`src/core/rcd_pkg.sv`:
```
// Purpose: shared constants and field layouts of the reset configuration decoder
// Assumes: APB with 32-bit data; register byte address is four times the register index
// Notes:   configuration bytes are 8 bits wide and sit in the low byte lane
package rcd_pkg;

  // register indices; byte address is four times the index
  localparam logic [31:0] RCD_CFG_LOW_IDX  = 32'h0030_0002;
  localparam logic [31:0] RCD_CFG_HIGH_IDX = 32'h0030_0003;
  localparam logic [31:0] RCD_CTRL_IDX     = 32'h0030_0010;
  localparam logic [31:0] RCD_UNLOCK_IDX   = 32'h0030_0011;
  localparam logic [31:0] RCD_LOCK_IDX     = 32'h0030_0012;
  localparam logic [31:0] RCD_STATUS_IDX   = 32'h0030_0013;

  localparam logic [31:0] RCD_CFG_LOW_ADDR  = RCD_CFG_LOW_IDX << 2;
  localparam logic [31:0] RCD_CFG_HIGH_ADDR = RCD_CFG_HIGH_IDX << 2;
  localparam logic [31:0] RCD_CTRL_ADDR     = RCD_CTRL_IDX << 2;
  localparam logic [31:0] RCD_UNLOCK_ADDR   = RCD_UNLOCK_IDX << 2;
  localparam logic [31:0] RCD_LOCK_ADDR     = RCD_LOCK_IDX << 2;
  localparam logic [31:0] RCD_STATUS_ADDR   = RCD_STATUS_IDX << 2;

  // blank device: every implemented bit erased to one
  localparam logic [7:0] RCD_BLANK_BYTE = 8'hff;
  // unimplemented bit 6 of the high byte, read as one
  localparam int unsigned RCD_HIGH_UNIMP_BIT = 6;
  localparam logic [7:0]  RCD_HIGH_UNIMP_MASK = 8'h40;

  // unlock sequence bytes
  localparam logic [7:0] RCD_UNLOCK_KEY1 = 8'h55;
  localparam logic [7:0] RCD_UNLOCK_KEY2 = 8'haa;

  // control register bit positions
  localparam int unsigned RCD_CTRL_SW_BO_BIT = 0;
  localparam int unsigned RCD_CTRL_ZC_EN_BIT = 1;
  localparam logic [1:0] RCD_CTRL_RESET = 2'h0;

  // lock register bit positions
  localparam int unsigned RCD_LOCK_VEC_BIT   = 0;
  localparam int unsigned RCD_LOCK_REMAP_BIT = 1;

  // brown-out enable field encodings
  localparam logic [1:0] RCD_BO_ALWAYS = 2'h3;
  localparam logic [1:0] RCD_BO_AWAKE  = 2'h2;
  localparam logic [1:0] RCD_BO_SOFT   = 2'h1;
  localparam logic [1:0] RCD_BO_OFF    = 2'h0;

  // power-up delay select encodings and delays
  localparam logic [1:0] RCD_PUD_OFF  = 2'h3;
  localparam logic [1:0] RCD_PUD_64MS = 2'h2;
  localparam logic [1:0] RCD_PUD_16MS = 2'h1;
  localparam logic [1:0] RCD_PUD_1MS  = 2'h0;
  localparam int unsigned RCD_PUD_64_MS = 64;
  localparam int unsigned RCD_PUD_16_MS = 16;
  localparam int unsigned RCD_PUD_1_MS  = 1;
  // delays counted in low-frequency oscillator cycles
  localparam logic [11:0] RCD_PUD_64_CYC = 12'd2048;
  localparam logic [11:0] RCD_PUD_16_CYC = 12'd512;
  localparam logic [11:0] RCD_PUD_1_CYC  = 12'd32;

  typedef struct packed {
    logic [1:0] brownout_enable_field;
    logic       low_power_brownout_enable;
    logic       vector_table_one_way;
    logic       multi_vector_enable;
    logic [1:0] power_up_delay_select;
    logic       master_clear_pin_enable;
  } rcd_cfg_low_t;

  typedef struct packed {
    logic       extended_instruction_enable;
    logic       unimplemented;
    logic       debugger_enable_n;
    logic       stack_fault_reset_enable;
    logic       pin_remap_one_way;
    logic       zero_cross_disable;
    logic [1:0] brownout_threshold_select;
  } rcd_cfg_high_t;

  typedef enum logic [1:0] {
    RCD_ST_LOAD,
    RCD_ST_WAIT,
    RCD_ST_RUN
  } rcd_state_t;

endpackage : rcd_pkg

```
`src/core/rcd_lock_ctl.sv`:
```
// Purpose: one lock flag guarded by an unlock sequence, optionally one-way
// Assumes: wr_en is a one-cycle pulse already qualified by the unlock sequence
// Notes:   the flag clears on reset, so the register set starts unlocked
`timescale 1ns/10ps
`default_nettype none
module rcd_lock_ctl
  import rcd_pkg::*;
(
  // clock and reset
  input  wire logic pclk,
  input  wire logic presetn,
  // control
  input  wire logic one_way,
  input  wire logic wr_en,
  input  wire logic wr_value,
  // state
  output logic      locked
);

  logic locked_q;

  always_ff @(posedge pclk or negedge presetn)
  begin
    if (!presetn)
    begin
      locked_q <= 1'b0;
    end
    else if (wr_en)
    begin
      // once set in one-way mode the flag can no longer be cleared
      if (!(one_way && locked_q))
      begin
        locked_q <= wr_value;
      end
    end
  end

  assign locked = locked_q;

endmodule // rcd_lock_ctl
`default_nettype wire

```
`src/core/rcd_top.sv`:
```
// Purpose: decodes two configuration bytes into reset, interrupt, debug and pin controls
// Assumes: por_n clears the nonvolatile image to blank; presetn is a device reset
// Notes:   APB answers one wait state after the setup cycle; unmapped addresses give pslverr
`timescale 1ns/10ps
`default_nettype none
module rcd_top
  import rcd_pkg::*;
#(
  parameter int unsigned PUD_CNT_W = 12
)
(
  // clock and resets
  input  wire logic        pclk,
  input  wire logic        presetn,
  input  wire logic        por_n,
  // apb slave
  input  wire logic        psel,
  input  wire logic        penable,
  input  wire logic        pwrite,
  input  wire logic [31:0] paddr,
  input  wire logic [31:0] pwdata,
  input  wire logic [3:0]  pstrb,
  output logic [31:0]      prdata,
  output logic             pready,
  output logic             pslverr,
  // system inputs
  input  wire logic        lf_osc_clk,
  input  wire logic        shared_clear_pin,
  input  wire logic        low_voltage_programming,
  input  wire logic        sleep_mode,
  input  wire logic        stack_overflow,
  input  wire logic        stack_underflow,
  // reset and power controls
  output logic             core_reset_n,
  output logic             brownout_reset_en,
  output logic             low_power_brownout_en,
  output logic [1:0]       brownout_threshold_select,
  output logic             stack_reset_req,
  // core and interrupt controls
  output logic             vector_table_en,
  output logic             extended_instruction_en,
  output logic             debugger_en,
  output logic             vector_table_locked,
  output logic             pin_remap_locked,
  // pin controls
  output logic             master_clear_en,
  output logic             master_clear_n,
  output logic             shared_pin_in,
  output logic             zero_cross_en
);

  // refused at elaboration: the longest delay needs twelve counter bits
  if (PUD_CNT_W < 12)
  begin : g_width_check
    $error("PUD_CNT_W too narrow for the longest power-up delay");
  end

  function automatic logic [PUD_CNT_W-1:0] pud_limit(input logic [1:0] sel);
    logic [PUD_CNT_W-1:0] lim;
    lim = '0;
    case (sel)
      RCD_PUD_64MS: lim = PUD_CNT_W'(RCD_PUD_64_CYC);
      RCD_PUD_16MS: lim = PUD_CNT_W'(RCD_PUD_16_CYC);
      RCD_PUD_1MS:  lim = PUD_CNT_W'(RCD_PUD_1_CYC);
      default:      lim = '0;
    endcase
    return lim;
  endfunction

  // nonvolatile image and latched copy
  rcd_cfg_low_t  nv_low_q;
  rcd_cfg_high_t nv_high_q;
  rcd_cfg_low_t  cfg_low_q;
  rcd_cfg_high_t cfg_high_q;

  // reset sequencer
  rcd_state_t            state_q;
  logic [PUD_CNT_W-1:0]  pud_cnt_q;
  logic [PUD_CNT_W-1:0]  pud_lim_q;
  logic                  running;

  // synchronisers
  logic lf_meta_q;
  logic lf_sync_q;
  logic lf_prev_q;
  logic lf_rise;
  logic pin_meta_q;
  logic pin_sync_q;

  // software state
  logic       sw_bo_q;
  logic       zc_soft_q;
  logic [1:0] unlock_step_q;
  logic       unlock_armed;
  logic       vec_locked;
  logic       remap_locked;

  // apb
  logic        req_setup;
  logic        req_commit;
  logic        wr_commit;
  logic        byte0_wr;
  logic        hit_cfg_low;
  logic        hit_cfg_high;
  logic        hit_ctrl;
  logic        hit_unlock;
  logic        hit_lock;
  logic        hit_status;
  logic        hit_any;
  logic [31:0] rd_mux;
  logic        lock_wr;

  // pin inputs cross into pclk through two flops
  always_ff @(posedge pclk or negedge presetn)
  begin
    if (!presetn)
    begin
      lf_meta_q  <= 1'b0;
      lf_sync_q  <= 1'b0;
      lf_prev_q  <= 1'b0;
      pin_meta_q <= 1'b1;
      pin_sync_q <= 1'b1;
    end
    else
    begin
      lf_meta_q  <= lf_osc_clk;
      lf_sync_q  <= lf_meta_q;
      lf_prev_q  <= lf_sync_q;
      pin_meta_q <= shared_clear_pin;
      pin_sync_q <= pin_meta_q;
    end
  end

  assign lf_rise = lf_sync_q && !lf_prev_q;

  // address decode
  always_comb
  begin
    hit_cfg_low  = 1'b0;
    hit_cfg_high = 1'b0;
    hit_ctrl     = 1'b0;
    hit_unlock   = 1'b0;
    hit_lock     = 1'b0;
    hit_status   = 1'b0;
    if (paddr == RCD_CFG_LOW_ADDR)
    begin
      hit_cfg_low = 1'b1;
    end
    else if (paddr == RCD_CFG_HIGH_ADDR)
    begin
      hit_cfg_high = 1'b1;
    end
    else if (paddr == RCD_CTRL_ADDR)
    begin
      hit_ctrl = 1'b1;
    end
    else if (paddr == RCD_UNLOCK_ADDR)
    begin
      hit_unlock = 1'b1;
    end
    else if (paddr == RCD_LOCK_ADDR)
    begin
      hit_lock = 1'b1;
    end
    else if (paddr == RCD_STATUS_ADDR)
    begin
      hit_status = 1'b1;
    end
  end

  assign hit_any    = hit_cfg_low | hit_cfg_high | hit_ctrl | hit_unlock | hit_lock | hit_status;
  assign req_setup  = psel && penable && !pready;
  assign req_commit = psel && penable && pready;
  // writes land only on the edge where the master sees pready
  assign wr_commit  = req_commit && pwrite && !pslverr;
  assign byte0_wr   = wr_commit && pstrb[0];

  always_comb
  begin
    rd_mux = 32'h0000_0000;
    if (hit_cfg_low)
    begin
      rd_mux[7:0] = nv_low_q;
    end
    else if (hit_cfg_high)
    begin
      rd_mux[7:0] = nv_high_q | RCD_HIGH_UNIMP_MASK;
    end
    else if (hit_ctrl)
    begin
      rd_mux[RCD_CTRL_SW_BO_BIT] = sw_bo_q;
      rd_mux[RCD_CTRL_ZC_EN_BIT] = zc_soft_q;
    end
    else if (hit_unlock)
    begin
      rd_mux[0] = unlock_armed;
    end
    else if (hit_lock)
    begin
      rd_mux[RCD_LOCK_VEC_BIT]   = vec_locked;
      rd_mux[RCD_LOCK_REMAP_BIT] = remap_locked;
    end
    else if (hit_status)
    begin
      rd_mux[1:0]  = state_q;
      rd_mux[15:4] = 12'(pud_cnt_q);
    end
  end

  // one wait state so every apb output comes from a flop
  always_ff @(posedge pclk or negedge presetn)
  begin
    if (!presetn)
    begin
      pready  <= 1'b0;
      pslverr <= 1'b0;
      prdata  <= 32'h0000_0000;
    end
    else if (req_setup)
    begin
      pready  <= 1'b1;
      pslverr <= !hit_any;
      prdata  <= pwrite ? 32'h0000_0000 : rd_mux;
    end
    else
    begin
      pready  <= 1'b0;
      pslverr <= 1'b0;
      prdata  <= 32'h0000_0000;
    end
  end

  // nonvolatile image survives device resets, only power-on blanks it
  always_ff @(posedge pclk or negedge por_n)
  begin
    if (!por_n)
    begin
      nv_low_q  <= RCD_BLANK_BYTE;
      nv_high_q <= RCD_BLANK_BYTE;
    end
    else if (byte0_wr && hit_cfg_low)
    begin
      nv_low_q <= pwdata[7:0];
    end
    else if (byte0_wr && hit_cfg_high)
    begin
      nv_high_q <= pwdata[7:0] | RCD_HIGH_UNIMP_MASK;
    end
  end

  // reset sequencer: load, power-up delay, run
  always_ff @(posedge pclk or negedge presetn)
  begin
    if (!presetn)
    begin
      state_q    <= RCD_ST_LOAD;
      pud_cnt_q  <= '0;
      pud_lim_q  <= '0;
      cfg_low_q  <= RCD_BLANK_BYTE;
      cfg_high_q <= RCD_BLANK_BYTE;
    end
    else
    begin
      case (state_q)
        RCD_ST_LOAD:
        begin
          cfg_low_q  <= nv_low_q;
          cfg_high_q <= nv_high_q;
          pud_cnt_q  <= '0;
          pud_lim_q  <= pud_limit(nv_low_q.power_up_delay_select);
          if (nv_low_q.power_up_delay_select == RCD_PUD_OFF)
          begin
            state_q <= RCD_ST_RUN;
          end
          else
          begin
            state_q <= RCD_ST_WAIT;
          end
        end
        RCD_ST_WAIT:
        begin
          if (lf_rise)
          begin
            pud_cnt_q <= pud_cnt_q + PUD_CNT_W'(1);
            if (pud_cnt_q + PUD_CNT_W'(1) == pud_lim_q)
            begin
              state_q <= RCD_ST_RUN;
            end
          end
        end
        RCD_ST_RUN:
        begin
          state_q <= RCD_ST_RUN;
        end
        default:
        begin
          state_q <= RCD_ST_LOAD;
        end
      endcase
    end
  end

  assign running = (state_q == RCD_ST_RUN);

  // software control bits
  always_ff @(posedge pclk or negedge presetn)
  begin
    if (!presetn)
    begin
      sw_bo_q   <= RCD_CTRL_RESET[0];
      zc_soft_q <= RCD_CTRL_RESET[1];
    end
    else if (byte0_wr && hit_ctrl)
    begin
      sw_bo_q   <= pwdata[RCD_CTRL_SW_BO_BIT];
      zc_soft_q <= pwdata[RCD_CTRL_ZC_EN_BIT];
    end
  end

  // unlock sequence: key1 then key2 arms the next lock write only
  always_ff @(posedge pclk or negedge presetn)
  begin
    if (!presetn)
    begin
      unlock_step_q <= 2'h0;
    end
    else if (byte0_wr && hit_unlock)
    begin
      if (pwdata[7:0] == RCD_UNLOCK_KEY1)
      begin
        unlock_step_q <= 2'h1;
      end
      else if (pwdata[7:0] == RCD_UNLOCK_KEY2 && unlock_step_q == 2'h1)
      begin
        unlock_step_q <= 2'h2;
      end
      else
      begin
        unlock_step_q <= 2'h0;
      end
    end
    else if (wr_commit)
    begin
      // any other write that draws no pslverr spends or breaks the sequence
      unlock_step_q <= 2'h0;
    end
  end

  assign unlock_armed = (unlock_step_q == 2'h2);
  assign lock_wr      = byte0_wr && hit_lock && unlock_armed;

  rcd_lock_ctl u_vec_lock (
    .pclk     (pclk),
    .presetn  (presetn),
    .one_way  (cfg_low_q.vector_table_one_way),
    .wr_en    (lock_wr),
    .wr_value (pwdata[RCD_LOCK_VEC_BIT]),
    .locked   (vec_locked)
  );

  rcd_lock_ctl u_remap_lock (
    .pclk     (pclk),
    .presetn  (presetn),
    .one_way  (cfg_high_q.pin_remap_one_way),
    .wr_en    (lock_wr),
    .wr_value (pwdata[RCD_LOCK_REMAP_BIT]),
    .locked   (remap_locked)
  );

  // decoded controls follow the latched copy; users wait for core_reset_n
  always_ff @(posedge pclk or negedge presetn)
  begin
    if (!presetn)
    begin
      core_reset_n              <= 1'b0;
      brownout_reset_en         <= 1'b0;
      low_power_brownout_en     <= 1'b0;
      brownout_threshold_select <= 2'h0;
      vector_table_en           <= 1'b0;
      extended_instruction_en   <= 1'b0;
      debugger_en               <= 1'b0;
      vector_table_locked       <= 1'b0;
      pin_remap_locked          <= 1'b0;
      zero_cross_en             <= 1'b0;
    end
    else
    begin
      core_reset_n <= running;
      case (cfg_low_q.brownout_enable_field)
        RCD_BO_ALWAYS: brownout_reset_en <= 1'b1;
        RCD_BO_AWAKE:  brownout_reset_en <= !sleep_mode;
        RCD_BO_SOFT:   brownout_reset_en <= sw_bo_q;
        default:        brownout_reset_en <= 1'b0;
      endcase
      low_power_brownout_en     <= !cfg_low_q.low_power_brownout_enable;
      brownout_threshold_select <= cfg_high_q.brownout_threshold_select;
      vector_table_en           <= cfg_low_q.multi_vector_enable;
      extended_instruction_en   <= !cfg_high_q.extended_instruction_enable;
      debugger_en               <= !cfg_high_q.debugger_enable_n;
      vector_table_locked       <= vec_locked;
      pin_remap_locked          <= remap_locked;
      zero_cross_en <= !cfg_high_q.zero_cross_disable || zc_soft_q;
    end
  end

  // stack fault reset request, registered and held high for as long as a stack fault lasts
  always_ff @(posedge pclk or negedge presetn)
  begin
    if (!presetn)
    begin
      stack_reset_req <= 1'b0;
    end
    else
    begin
      stack_reset_req <= running && cfg_high_q.stack_fault_reset_enable
                         && (stack_overflow || stack_underflow);
    end
  end

  // shared pin: master clear or plain input
  always_ff @(posedge pclk or negedge presetn)
  begin
    if (!presetn)
    begin
      master_clear_en <= 1'b1;
      master_clear_n  <= 1'b1;
      shared_pin_in   <= 1'b0;
    end
    else
    begin
      if (low_voltage_programming || cfg_low_q.master_clear_pin_enable)
      begin
        master_clear_en <= 1'b1;
        master_clear_n  <= pin_sync_q;
        shared_pin_in   <= 1'b0;
      end
      else
      begin
        master_clear_en <= 1'b0;
        master_clear_n  <= 1'b1;
        shared_pin_in   <= pin_sync_q;
      end
    end
  end

endmodule // rcd_top
`default_nettype wire

```
`config.mk`:
```
export PLATFORM = sky130hd
export DESIGN_NAME = rcd_top
export DESIGN_NICKNAME = d
export VERILOG_FILES = /design/src/core/rcd_pkg.sv /design/src/core/rcd_lock_ctl.sv /design/src/core/rcd_top.sv
export SDC_FILE = /design/constraint.sdc
export NUM_CORES = 1
export LEC_CHECK = 0
export BUFFER_PORTS_ARGS = -buffer_cell sky130_fd_sc_hd__buf_4
export CAP_MARGIN = 40
export CELL_PAD_IN_SITES_DETAIL_PLACEMENT = 0
export CELL_PAD_IN_SITES_GLOBAL_PLACEMENT = 1
export CORE_MARGIN = 2
export CORE_UTILIZATION = 44
export CTS_BUF_LIST = sky130_fd_sc_hd__clkbuf_2 sky130_fd_sc_hd__clkbuf_4 sky130_fd_sc_hd__clkbuf_8
export CTS_CLUSTER_SIZE = 30
export DETAILED_ROUTE_END_ITERATION = 12
export GPL_ROUTABILITY_DRIVEN = 0
export PLACE_DENSITY = 0.86
export SETUP_SLACK_MARGIN = 0.4
export SYNTH_ARGS = -nofsm -noshare
export SYNTH_HDL_FRONTEND = slang
export SYNTH_HIERARCHICAL = 1
export SYNTH_SLANG_ARGS = --single-unit
```
`constraint.sdc`:
```
create_clock -name pclk -period 5.25 [get_ports pclk]
set_input_delay 1.05 -clock pclk [delete_from_list [all_inputs] [get_ports pclk]]
set_output_delay 1.05 -clock pclk [all_outputs]
set_load 0.05 [all_outputs]
```
; ---- Word-level counts from Yosys, hierarchy flattened
; Cells that the tools add are included.
[totals]
reg_bits = 114
inputBits = 80
output_inout_bits = 49
wordCells = 177
[classes]
addsub = 1
n_eq_ne = 21
n_mux = 55
n_bitwise = 8
n_reduce_logical = 39
[ops]
columns = operator, n
row1 = $eq 32x24->1 const B, 6
row2 = $mux 12, 5
row3 = $pmux 12 s3, 1
row4 = $mux 16, 2
row5 = $mux 1, 28
row6 = $mux 2, 12
row7 = $mux 8, 3
row8 = $pmux 12 s2, 1
row9 = $logic_and 1x1->1, 18
row10 = $add 12x1->12 const B, 1
row11 = $eq 12x12->1, 1
row12 = $eq 2x2->1 const B, 6
row13 = $reduce_and 2->1, 5
row14 = $logic_not 1->1, 9
row15 = $eq 2x1->1 const B, 4
row16 = $eq 8x7->1 const B, 1
row17 = $eq 8x8->1 const B, 1
row18 = $pmux 2 s3, 1
row19 = $or 1x1->1, 5
row20 = $logic_not 2->1, 2
row21 = $mux 4, 1
row22 = $ne 2x2->1 const B, 2
row23 = $reduce_bool 2->1, 2
row24 = $logic_or 1x1->1, 3
row25 = 2 further kinds, 4

; ---- Depth between registers and ports, before layout
; Gate-level depths: netlist of run 1.
[logic_depth]
word_depth = 15
ltp_mapped = 8

; ---- Cells and area by module
; The synthesis of run 1 kept the hierarchy.
[by_module_without_submodules]
columns = module, instances, cells_each, area_each_um2, seq_area_each_um2
row1 = rcd_top, 1, 353, 4081.4, 2217.1
row2 = rcd_lock_ctl, 2, 3, 40.0, 25.0

; ---- Worst setup path after synthesis of run 1
; OpenSTA, ideal clock, no wires.
[synth_path]
path_kind = input to register
startpoint = input paddr[26]
endpoint = register nv_high_q[0] in the netlist's numbering
t_arrival_ns = 2.508
setup_slack_ns = 2.660
stages = 4
n_path_buf = 0
path_cell_list = or4_4 nor4_4 nand3_4 mux2_4
[synth_via]
elab_chain_cells = 5
[synth_rtl]
columns = element, line_no
row1 = start: declaration, rcd_top.sv:20  ; input wire logic [31:0] paddr,
row2 = $eq 32x24->1 (on tied branches), "rcd_top.sv:149, rcd_top.sv:145"
row3 = $mux 1 (on tied branches), "rcd_top.sv:149, rcd_top.sv:145"
row4 = $mux 1 / $logic_and 1x1->1 (equally long branches), "rcd_top.sv:145, rcd_top.sv:241"
row5 = $logic_and 1x1->1 / $not 1->1 (equally long branches), n/a
row6 = $reduce_and 2->1 (no line) (*), n/a
row7 = end signal: assignment, rcd_top.sv:247  ; nv_high_q <= pwdata[7:0] | RCD_HIGH_UNIMP_MASK;
row8 = end: declaration, rcd_top.sv:72  ; rcd_cfg_high_t nv_high_q;
; Mark *: on every way between the ends. The rest lies on a longest branch, timed or not.
; A chain may end at the register's enable or synchronous reset.

; ---- Final worst setup path of run 1
[layout_path]
startpoint = input paddr[25]
endpoint = register prdata[7]
[layout_via]
elab_chain_cells = 15
[layout_rtl]
columns = element, line_no
row1 = $eq 32x24->1, rcd_top.sv:165  ; else if (paddr == RCD_STATUS_ADDR)
row2 = $mux 1, rcd_top.sv:165
row3 = $mux 1, rcd_top.sv:161  ; else if (paddr == RCD_LOCK_ADDR)
row4 = $mux 1, rcd_top.sv:157  ; else if (paddr == RCD_UNLOCK_ADDR)
row5 = $mux 1, rcd_top.sv:153  ; else if (paddr == RCD_CTRL_ADDR)
row6 = $mux 1, rcd_top.sv:149  ; else if (paddr == RCD_CFG_HIGH_ADDR)
row7 = $mux 1, rcd_top.sv:145  ; if (paddr == RCD_CFG_LOW_ADDR)
row8 = $mux 12, rcd_top.sv:203  ; else if (hit_status)
row9 = $mux 12, rcd_top.sv:198  ; else if (hit_lock)
row10 = $mux 12, rcd_top.sv:194  ; else if (hit_unlock)
row11 = $mux 12, rcd_top.sv:189  ; else if (hit_ctrl)
row12 = $mux 4, rcd_top.sv:185  ; else if (hit_cfg_high)
row13 = $mux 8 (*), rcd_top.sv:181  ; if (hit_cfg_low)
row14 = $mux 16 (*), rcd_top.sv:223  ; prdata <= pwrite ? 32'h0000_0000 : rd_mux;
row15 = $mux 16 (*), rcd_top.sv:219  ; else if (req_setup)
row16 = end signal: assignment, rcd_top.sv:223
row17 = end: declaration, rcd_top.sv:23  ; output logic [31:0] prdata,
; Marked as above.

==> flow_summary.ini, run 1 <==
[placement]
portBuffers = 85
dp_slack_ps = 2293
hpwl_um = 6560

[sta]
layout_min_cycle_time_ps = 2585
hold_viol_final = 0
rsz0062_at_grt = false
slew_headroom = 0.5250
timing.hold.ws_ps = 354.8
setup_tns_ps = 0
report.final.slew_viol_count = 0
finalSetupViolCount = 0
fin_crit_sh = 0.4924
skew_ps = 12.37
max_freq_ghz = 0.3868
setup_ws_ps = 2665
tightest_slew_ps = 706.7

[yosys]
synth_area_mm2 = 0.004161
synth.distinct_cells = 60
synth_ff_type = dfrtp_1
seq_area_frac_synth = 0.5448
synth-edff-count = 0
netlist_instances = 359
synth_seq_cells = 89
avgSynthCellArea_um2 = 11.59
yosysWarnings = 6
async_reset_ff_frac = 1.000

[outcome]
status = finished clean

[floorplanning]
die_y_um = 101.3
ios = 129
start_util = 0.4525
core-area_mm2 = 0.009196
rows = 35
dieArea_mm2 = 0.01025
die_w_um = 101.3

[routing]
first_pass_iters = 4
vias_per_cell = 5.249
initialDrtViolationCount = 152
num_vias = 2934
drt-total-wl_um = 8863
route.detailed.drc = 0
wl_per_cell_um = 15.86
drtAntennaViolNets = 0

[min_path]
hp-class = reg -> reg

[layout]
drive_above_1_share = 0.4063
nNetsFinal = 529
diodes = 0
layout_common_cells = buf_4 (85), dfrtp_1 (57), dfstp_2 (32)
syn_to_final_growth_pct = 20.96
final_common_cell = buf_4

[clocking]
cts_tree = built
cts_root_buf = clkbuf_8
htree_num_levels = 3
clockBufferDepth = 2
insertion_delay_ps = 360
numCtsBuffers = 9
cts_resized = 0
cts_sinks = 89
postCtsSetupBuffers = 0
path_clk_slew_ps = 90
hold_buffers = 0

[power]
power_w = 0.001457
p_per_area_mw_per_mm2 = 289.5
p_leak_nw = 2.276
ir_worst_vdd_mv = 0.1542

[grt]
antenna_found_initial = 0
grt_pass1_vias = 2907
grt_pass1_wl_um = 14770
grt_max_degree = 41
overflow = 0
track_usage = 0.1842

[critical_path]
path_max_fanout = 7
path_class = in -> reg
cp-start-kind = input port
critPathRequiredTime_ps = 5470
worstPathArrival_ps = 2800
crit_path_end_kind = register

[job]
cap_viol_max_count = 0
[state kept, by name (all words and copies together) (netlist names), 2 cells and up]
register and cells:
brownout_threshold_select 2, cfg_high_q 7, cfg_low_q 6, nv_high_q 7
nv_low_q 8, prdata 16, pud_cnt_q 12, pud_lim_q 3
state_q 2, unlock_step_q 2
[cells in the mapped netlist, drive strengths merged (4+ instances only)]
cell type  count  area, um2
nor2          19      71.32
inv           17      63.81
nor3           8      55.05
mux2          30      367.9
nor2b          4      25.02
dfrtp         57       1426
or3            7      48.80
buf           21      142.6
nand4          7      65.06
nand2         27      101.4
clkbuf         7      26.28
ha             5      62.56
nand3          7      52.55
and2          10      62.56
nor4           7      77.58
o21ai         30      150.1
a31oi          4      25.02
mux2i          6      60.06
a21oi          8      40.04
dfstp         32      840.8
[cell type report]
type / count / area [um2]
tap: 111 / 138.9
sequential: 89 / 2267
multi-input combinational: 240 / 1718
timing repair buffer: 87 / 673.1
fill: 806 / 4163
inverter: 17 / 63.81
clock buffer: 10 / 131.4
clock inverter: 5 / 41.29
[final timing paths]
kind / from / endpoint / slack, ps / cells after the start
max in group asynchronous: presetn / cfg_high_q[4]$_DFFE_PN1P_ / 3990 / 2
worst min register to register: lf_meta_q$_DFF_PN0_ / lf_sync_q$_DFF_PN0_ / 350 / 0
min in group asynchronous: presetn / brownout_reset_en$_DFF_PN0_ / 630 / 1
worst min-delay path: lf_meta_q$_DFF_PN0_ / lf_sync_q$_DFF_PN0_ / 350 / 0
worst max register to register: pud_cnt_q[0]$_DFFE_PN0P_ / state_q[1]$_DFFE_PN0P_ / 3080 / 6
worst max-delay path: paddr[25] / prdata[7]$_DFF_PN0_ / 2660 / 6
[per-stage QoR]
stage,util,cells,cell area [um2]
after floorplan,-,374,4218
after global placement,0.5248,542,4826
after detailed placement,0.5286,544,4861
after CTS,0.5473,559,5034
after global routing,0.5473,559,5034
final,0.5473,559,5034
[logic make-up after synthesis]
family / synth area share
and+or+nand+nor: 0.1693
buffers and inverters: 0.05592
AOI/OAI and AO/OA: 0.09862
other: 0.0009011
adders and majority gates: 0.01503
muxes: 0.1028
xor gates and xnor gates: 0.01263
DFF: 0.5448
[worst max-delay path: stages]
cell	delay [ps]
buf_4	110
nor4b_2	350
nand4_2	230
nor4_2	700
nor3b_1	250
a2111oi_0	110
[routing by layer]
metal / vias to the layer above / part of all wire / wire, um / track usage
met1: 1441 / 0.46 / 4057 / 0.2517
met5: - / 0 / 0 / 0
met2: 71 / 0.49 / 4351 / 0.2965
met4: 0 / 0.012 / 106 / 0.05301
li1: 1412 / - / - / -
met3: 10 / 0.039 / 348 / 0.04141
[power breakdown]
| group | internal (W) | switching, W | leakage (nW) |
|---|---|---|---|
| clock | 0.000178 | 0.000244 | 0.0824 |
| sequential | 0.000709 | 0.0000250 | 1.09 |
| combinational | 0.000115 | 0.000186 | 1.11 |
Power figures use the tool's default switching activity.
==> run 2, diff against run 1 <==
- CORE_UTILIZATION: 44 -> 41
- PLACE_DENSITY: 0.86 -> 0.81
- clock period: 5.25 -> 2.5 ns (I/O delays scaled with it)
==> run 2 against run 1 <==
  * Sequential cell count unchanged
  * Cell area increased by 2.3%
  * Largest power group unchanged
  * Count of clock-buffer cells in the layout unchanged
  * Register-to-register slack got worse by 2600 ps
==> flow_summary.ini, run 2 (synthesis results as in run 1) <==
[min_path]
hp-class = in -> async

[layout]
largest_reg_flops = 16
final_core_util = 0.5246
regMostFlops = prdata
nNetsFinal = 537
layout_common_cells = buf_4 (94), dfrtp_1 (52), dfstp_2 (32)
reg.largest.list = prdata: 16 flops, pud_cnt_q: 12 flops, nv_low_q: 8 flops
final_common_cell = buf_4
drive_above_1_share = 0.4354
syn_to_final_growth_pct = 23.78
diodes = 0

[sta]
fin_crit_sh = 0.8117
max_freq_ghz = 0.4928
layout_min_cycle_time_ps = 2029
finalSetupViolCount = 0
rsz0062_at_grt = false
slew_headroom = 0.5442
setup_tns_ps = 0
report.final.slew_viol_count = 0
tightest_slew_ps = 681.2
hold_viol_final = 0
skew_ps = 8.770

[power]
swShare = 0.3010
p_comb_frac = 0.206
p_clk_frac = 0.312
p_leak_nw = 2.325
seqPwrFrac = 0.481
p_per_area_mw_per_mm2 = 617.9
p_sw_w = 0.0009580
ir_worst_vdd_mv = 0.4232
p_int_w = 0.002225

[floorplanning]
ios = 129
die_w_um = 104.7
rows = 36
dieArea_mm2 = 0.01097
start_util = 0.4238
die_y_um = 104.7
core-area_mm2 = 0.009819

[routing]
vias_per_cell = 5.010
initialDrtViolationCount = 99
wl_per_cell_um = 14.90
drt-total-wl_um = 8789
route.detailed.drc = 0
first_pass_iters = 4
num_vias = 2956
drtAntennaViolNets = 0

[clocking]
insertion_delay_ps = 360
htree_num_levels = 3
cts_tree = built
cts_sinks = 89
clockBufferDepth = 2
numCtsBuffers = 9
cts_root_buf = clkbuf_8
path_clk_slew_ps = 90

[critical_path]
rr_startpoint = pud_cnt_q[1]$_DFFE_PN0P_
r2r_cells = 6
crit_path_start = pud_cnt_q[1]$_DFFE_PN0P_
critPathRequiredTime_ps = 2750
path_class = reg -> reg
worstPathArrival_ps = 2280
path_max_fanout = 6
crit_path_end_kind = register
worstReg2RegEnd = state_q[1]$_DFFE_PN0P_
rrSetupSlack_ps = 470
cp-start-kind = register

[grt]
overflow = 0
grt_pass1_wl_um = 14810
antenna_found_initial = 0
grt_max_degree = 42
track_usage = 0.1702
grt_pass1_vias = 2972

[outcome]
status = finished clean

[placement]
hpwl_um = 6334
portBuffers = 85

[job]
cap_viol_max_count = 0
-- run 2: cell count changes in the layout (fill, tap and decap cells not counted), sizes merged --
cell	previous run	this run
buf	87	95
inv	18	20
bufinv	0	1
clkinv	2	1
clkinvlp	2	1
-- run 2: cell type report --
class | count | area [um2]
Sequential cell | 89 | 2273
Clock inverter | 6 | 66.31
Multi-Input combinational cell | 240 | 1724
Tap cell | 133 | 166.4
Inverter | 17 | 63.81
Fill cell | 921 | 4668
Timing Repair Buffer | 95 | 725.7
Clock buffer | 10 | 131.4
-- run 2: power by group through the flow --
stage               Clock, W  Combinational, W  Sequential [W]
floorplan                  0          0.000388         0.00160
global placement           0          0.000612         0.00156
detailed placement         0          0.000621         0.00157
CTS                  0.00103          0.000641         0.00153
global route         0.00109          0.000718         0.00154
finish              0.000994          0.000657         0.00153
-- run 2: metal layers --
| layer | global-route usage | routed length (um) | up-vias |
|---|---|---|---|
| met5 | 0 | 0 | - |
| met3 | 0.04304 | 378 | 16 |
| met1 | 0.2292 | 4069 | 1440 |
| met4 | 0.05333 | 163 | 0 |
| met2 | 0.2704 | 4177 | 76 |
| li1 | - | - | 1424 |
-- run 2: per-stage QoR --
step	power, W	hold WS (ps)	area (um2)	instances	setup slack [ps]
after global routing	0.003346	151.3	5151	590	405.4
after detailed placement	0.002187	337.9	4911	570	125.7
after CTS	0.003204	121.9	5121	587	414.9
final	0.003183	109.1	5151	590	470.8
after global placement	0.002176	336.6	4911	570	170.4
after floorplan	0.001987	204.4	4218	374	430.7
-- run 2: how the worst max path moves through the flow --
stage,to,slack [ps],cells after the start
floorplan,nv_low_q[0]$_DFFE_PN1P_,430,6
global placement,u_vec_lock/locked$_DFFE_PN0P_,170,8
detailed placement,u_vec_lock/locked$_DFFE_PN0P_,130,8
CTS,state_q[1]$_DFFE_PN0P_,410,5
global route,state_q[1]$_DFFE_PN0P_,410,6
finish,state_q[1]$_DFFE_PN0P_,470,6
-- run 2: timing repair --
item,4_1_cts,5_1_grt
pin swaps,1,1
hold buffers,0,0
endpoints found under the setup margin,1,1
cloned,0,0
resized for setup,3,5
buffers inserted,1,3
-- run 2: critical path: stages, from the launching register on --
cell and delay [ps]:
dfrtp_2 420, ha_2 210, nand2_2 100, or3_4 420, o31ai_2 260, a41oi_2 190
mux2_4 330
==> run 3, diff against run 2 <==
- clock period: 2.5 -> 2.05 ns (I/O delays scaled with it)
==> run 3 against run 2 <==
  * The flow now finishes with violations (negative hold slack)
  * Critical path depth fell by 1
  * Worst hold slack got worse by 120 ps
  * Wire length up 11%
  * Highest routed layer unchanged
==> flow_summary.ini, run 3 (synthesis results as in run 1) <==
[outcome]
status = finished, violations left
violations = negative hold slack

[critical_path]
path_class = reg -> reg
cp_slowest_stage_delay_ps = 470
crit_path_end_kind = register
path_max_fanout = 6
worstReg2RegEnd = state_q[1]$_DFFE_PN0P_
rr_startpoint = pud_cnt_q[0]$_DFFE_PN0P_
worstPathArrival_ps = 2140
cp-start-kind = register
critPathRequiredTime_ps = 2290
rrSetupSlack_ps = 150
worst_path_max_delay_cell = dfrtp_2
cp_cell_sequence = a211o_1 -> a2111o_1 -> a21oi_2 -> a41oi_2 -> mux2_4
r2r_cells = 5

[layout]
seqCellArea_mm2 = 0.002280
diodes = 0
multi_input_area_mm2 = 0.001957
layout_common_cells = buf_4 (113), dfrtp_1 (47), dfstp_2 (32)
drive_above_1_share = 0.5290
fin_area_mm2 = 0.005625
final_common_cell = buf_4
n_fill_cell = 869
nNetsFinal = 562
largest_reg_flops = 16
reg.largest.list = prdata: 16 flops, pud_cnt_q: 12 flops, nv_low_q: 8 flops
regMostFlops = prdata
syn_to_final_growth_pct = 35.18

[min_path]
hp-class = in -> async

[sta]
max_freq_ghz = 0.5262
fin_crit_sh = 0.9271
hold_viol_final = 8
finalSetupViolCount = 0
report.final.slew_viol_count = 0
timing.hold.ws_ps = -10.98
rsz0062_at_grt = true
layout_min_cycle_time_ps = 1901
setup_tns_ps = 0
setup_ws_ps = 149.4
skew_ps = 7.342

[clocking]
htree_num_levels = 3
cts_sinks = 89
cts_root_buf = clkbuf_8
cts_tree = built
clockBufferDepth = 2
path_clk_slew_ps = 90
insertion_delay_ps = 360
numCtsBuffers = 9
hold_buffers = 0

[placement]
dp_slack_ps = -137.7
hpwl_um = 6702
placed_area_mm2 = 0.005110
portBuffers = 85

[floorplanning]
ios = 129
die_y_um = 104.7
core-area_mm2 = 0.009819
die_w_um = 104.7
rows = 36
dieArea_mm2 = 0.01097
start_util = 0.4238

[grt]
grt_pass1_vias = 3114
grt_max_degree = 43
overflow = 0
grt_pass1_wl_um = 15860
antenna_found_initial = 0
track_usage = 0.1825

[power]
ir_worst_vdd_mv = 0.6876
p_per_area_mw_per_mm2 = 727.5
p_leak_nw = 2.564

[routing]
drtAntennaViolNets = 0
route.detailed.drc = 0
initialDrtViolationCount = 94
num_vias = 3137
vias_per_cell = 5.101
wl_per_cell_um = 15.82
first_pass_iters = 4
drt-total-wl_um = 9729

[job]
cap_viol_max_count = 0
## run 3: worst max path at each step
stage                              from  slack (ps)                        to
2_1_floorplan                 paddr[25]         140  nv_high_q[0]$_DFFE_PN1P_
3_3_place_gp                  paddr[18]         -80  nv_high_q[0]$_DFFE_PN1P_
3_5_place_dp                  paddr[25]        -140  nv_high_q[1]$_DFFE_PN1P_
4_1_cts        pud_cnt_q[0]$_DFFE_PN0P_         150    state_q[1]$_DFFE_PN0P_
5_1_grt        pud_cnt_q[7]$_DFFE_PN0P_          90    state_q[1]$_DFFE_PN0P_
6_report       pud_cnt_q[0]$_DFFE_PN0P_         150    state_q[1]$_DFFE_PN0P_
## run 3: what timing repair did
| item | in CTS | in global routing |
|---|---|---|
| resized for setup | 19 | 18 |
| pin swaps | 15 | 8 |
| endpoints found under the hold margin | 0 | 0 |
| endpoints found under the setup margin | 34 | 39 |
| setup buffers | 14 | 7 |
## run 3: cell type report
type                    count  share of cell area
flip-flops and latches     89              0.4052
multi-input cells         240              0.3479
repair buffers            120              0.1679
well taps                 133             0.02958
clock buffers              11             0.02691
inverters                  17             0.01134
clock inverters             5             0.01112
## run 3: metal layers
layer / vias up / wire [um] / global-route usage
li1: 1481 / - / -
met1: 1574 / 4377 / 0.2460
met2: 74 / 4807 / 0.2913
met3: 8 / 455 / 0.05365
met4: 0 / 88 / 0.04286
met5: - / 0 / 0
## run 3: per-stage QoR
stage / power, W / instances / util
2_1_floorplan: 0.002462 / 374 / -
3_3_place_gp: 0.002736 / 578 / 0.5204
3_5_place_dp: 0.002756 / 578 / 0.5204
4_1_cts: 0.004086 / 608 / 0.5601
5_1_grt: 0.004274 / 615 / 0.5729
6_report: 0.004092 / 615 / 0.5729
## run 3: where the power goes
part / leakage, nW / internal, W / switching (W)
sequential: 1.07 / 0.00182 / 0.0000607
clock: 0.102 / 0.000636 / 0.000636
combinational: 1.39 / 0.000396 / 0.000543
total: 2.56 / 0.00285 / 0.00124
## run 3: worst max-delay path: cells and delay by family (launching register included)
| family | cells | cell delay (ps) |
|---|---|---|
| compound gates | 4 | 990 |
| mux | 1 | 320 |
| flops | 1 | 470 |
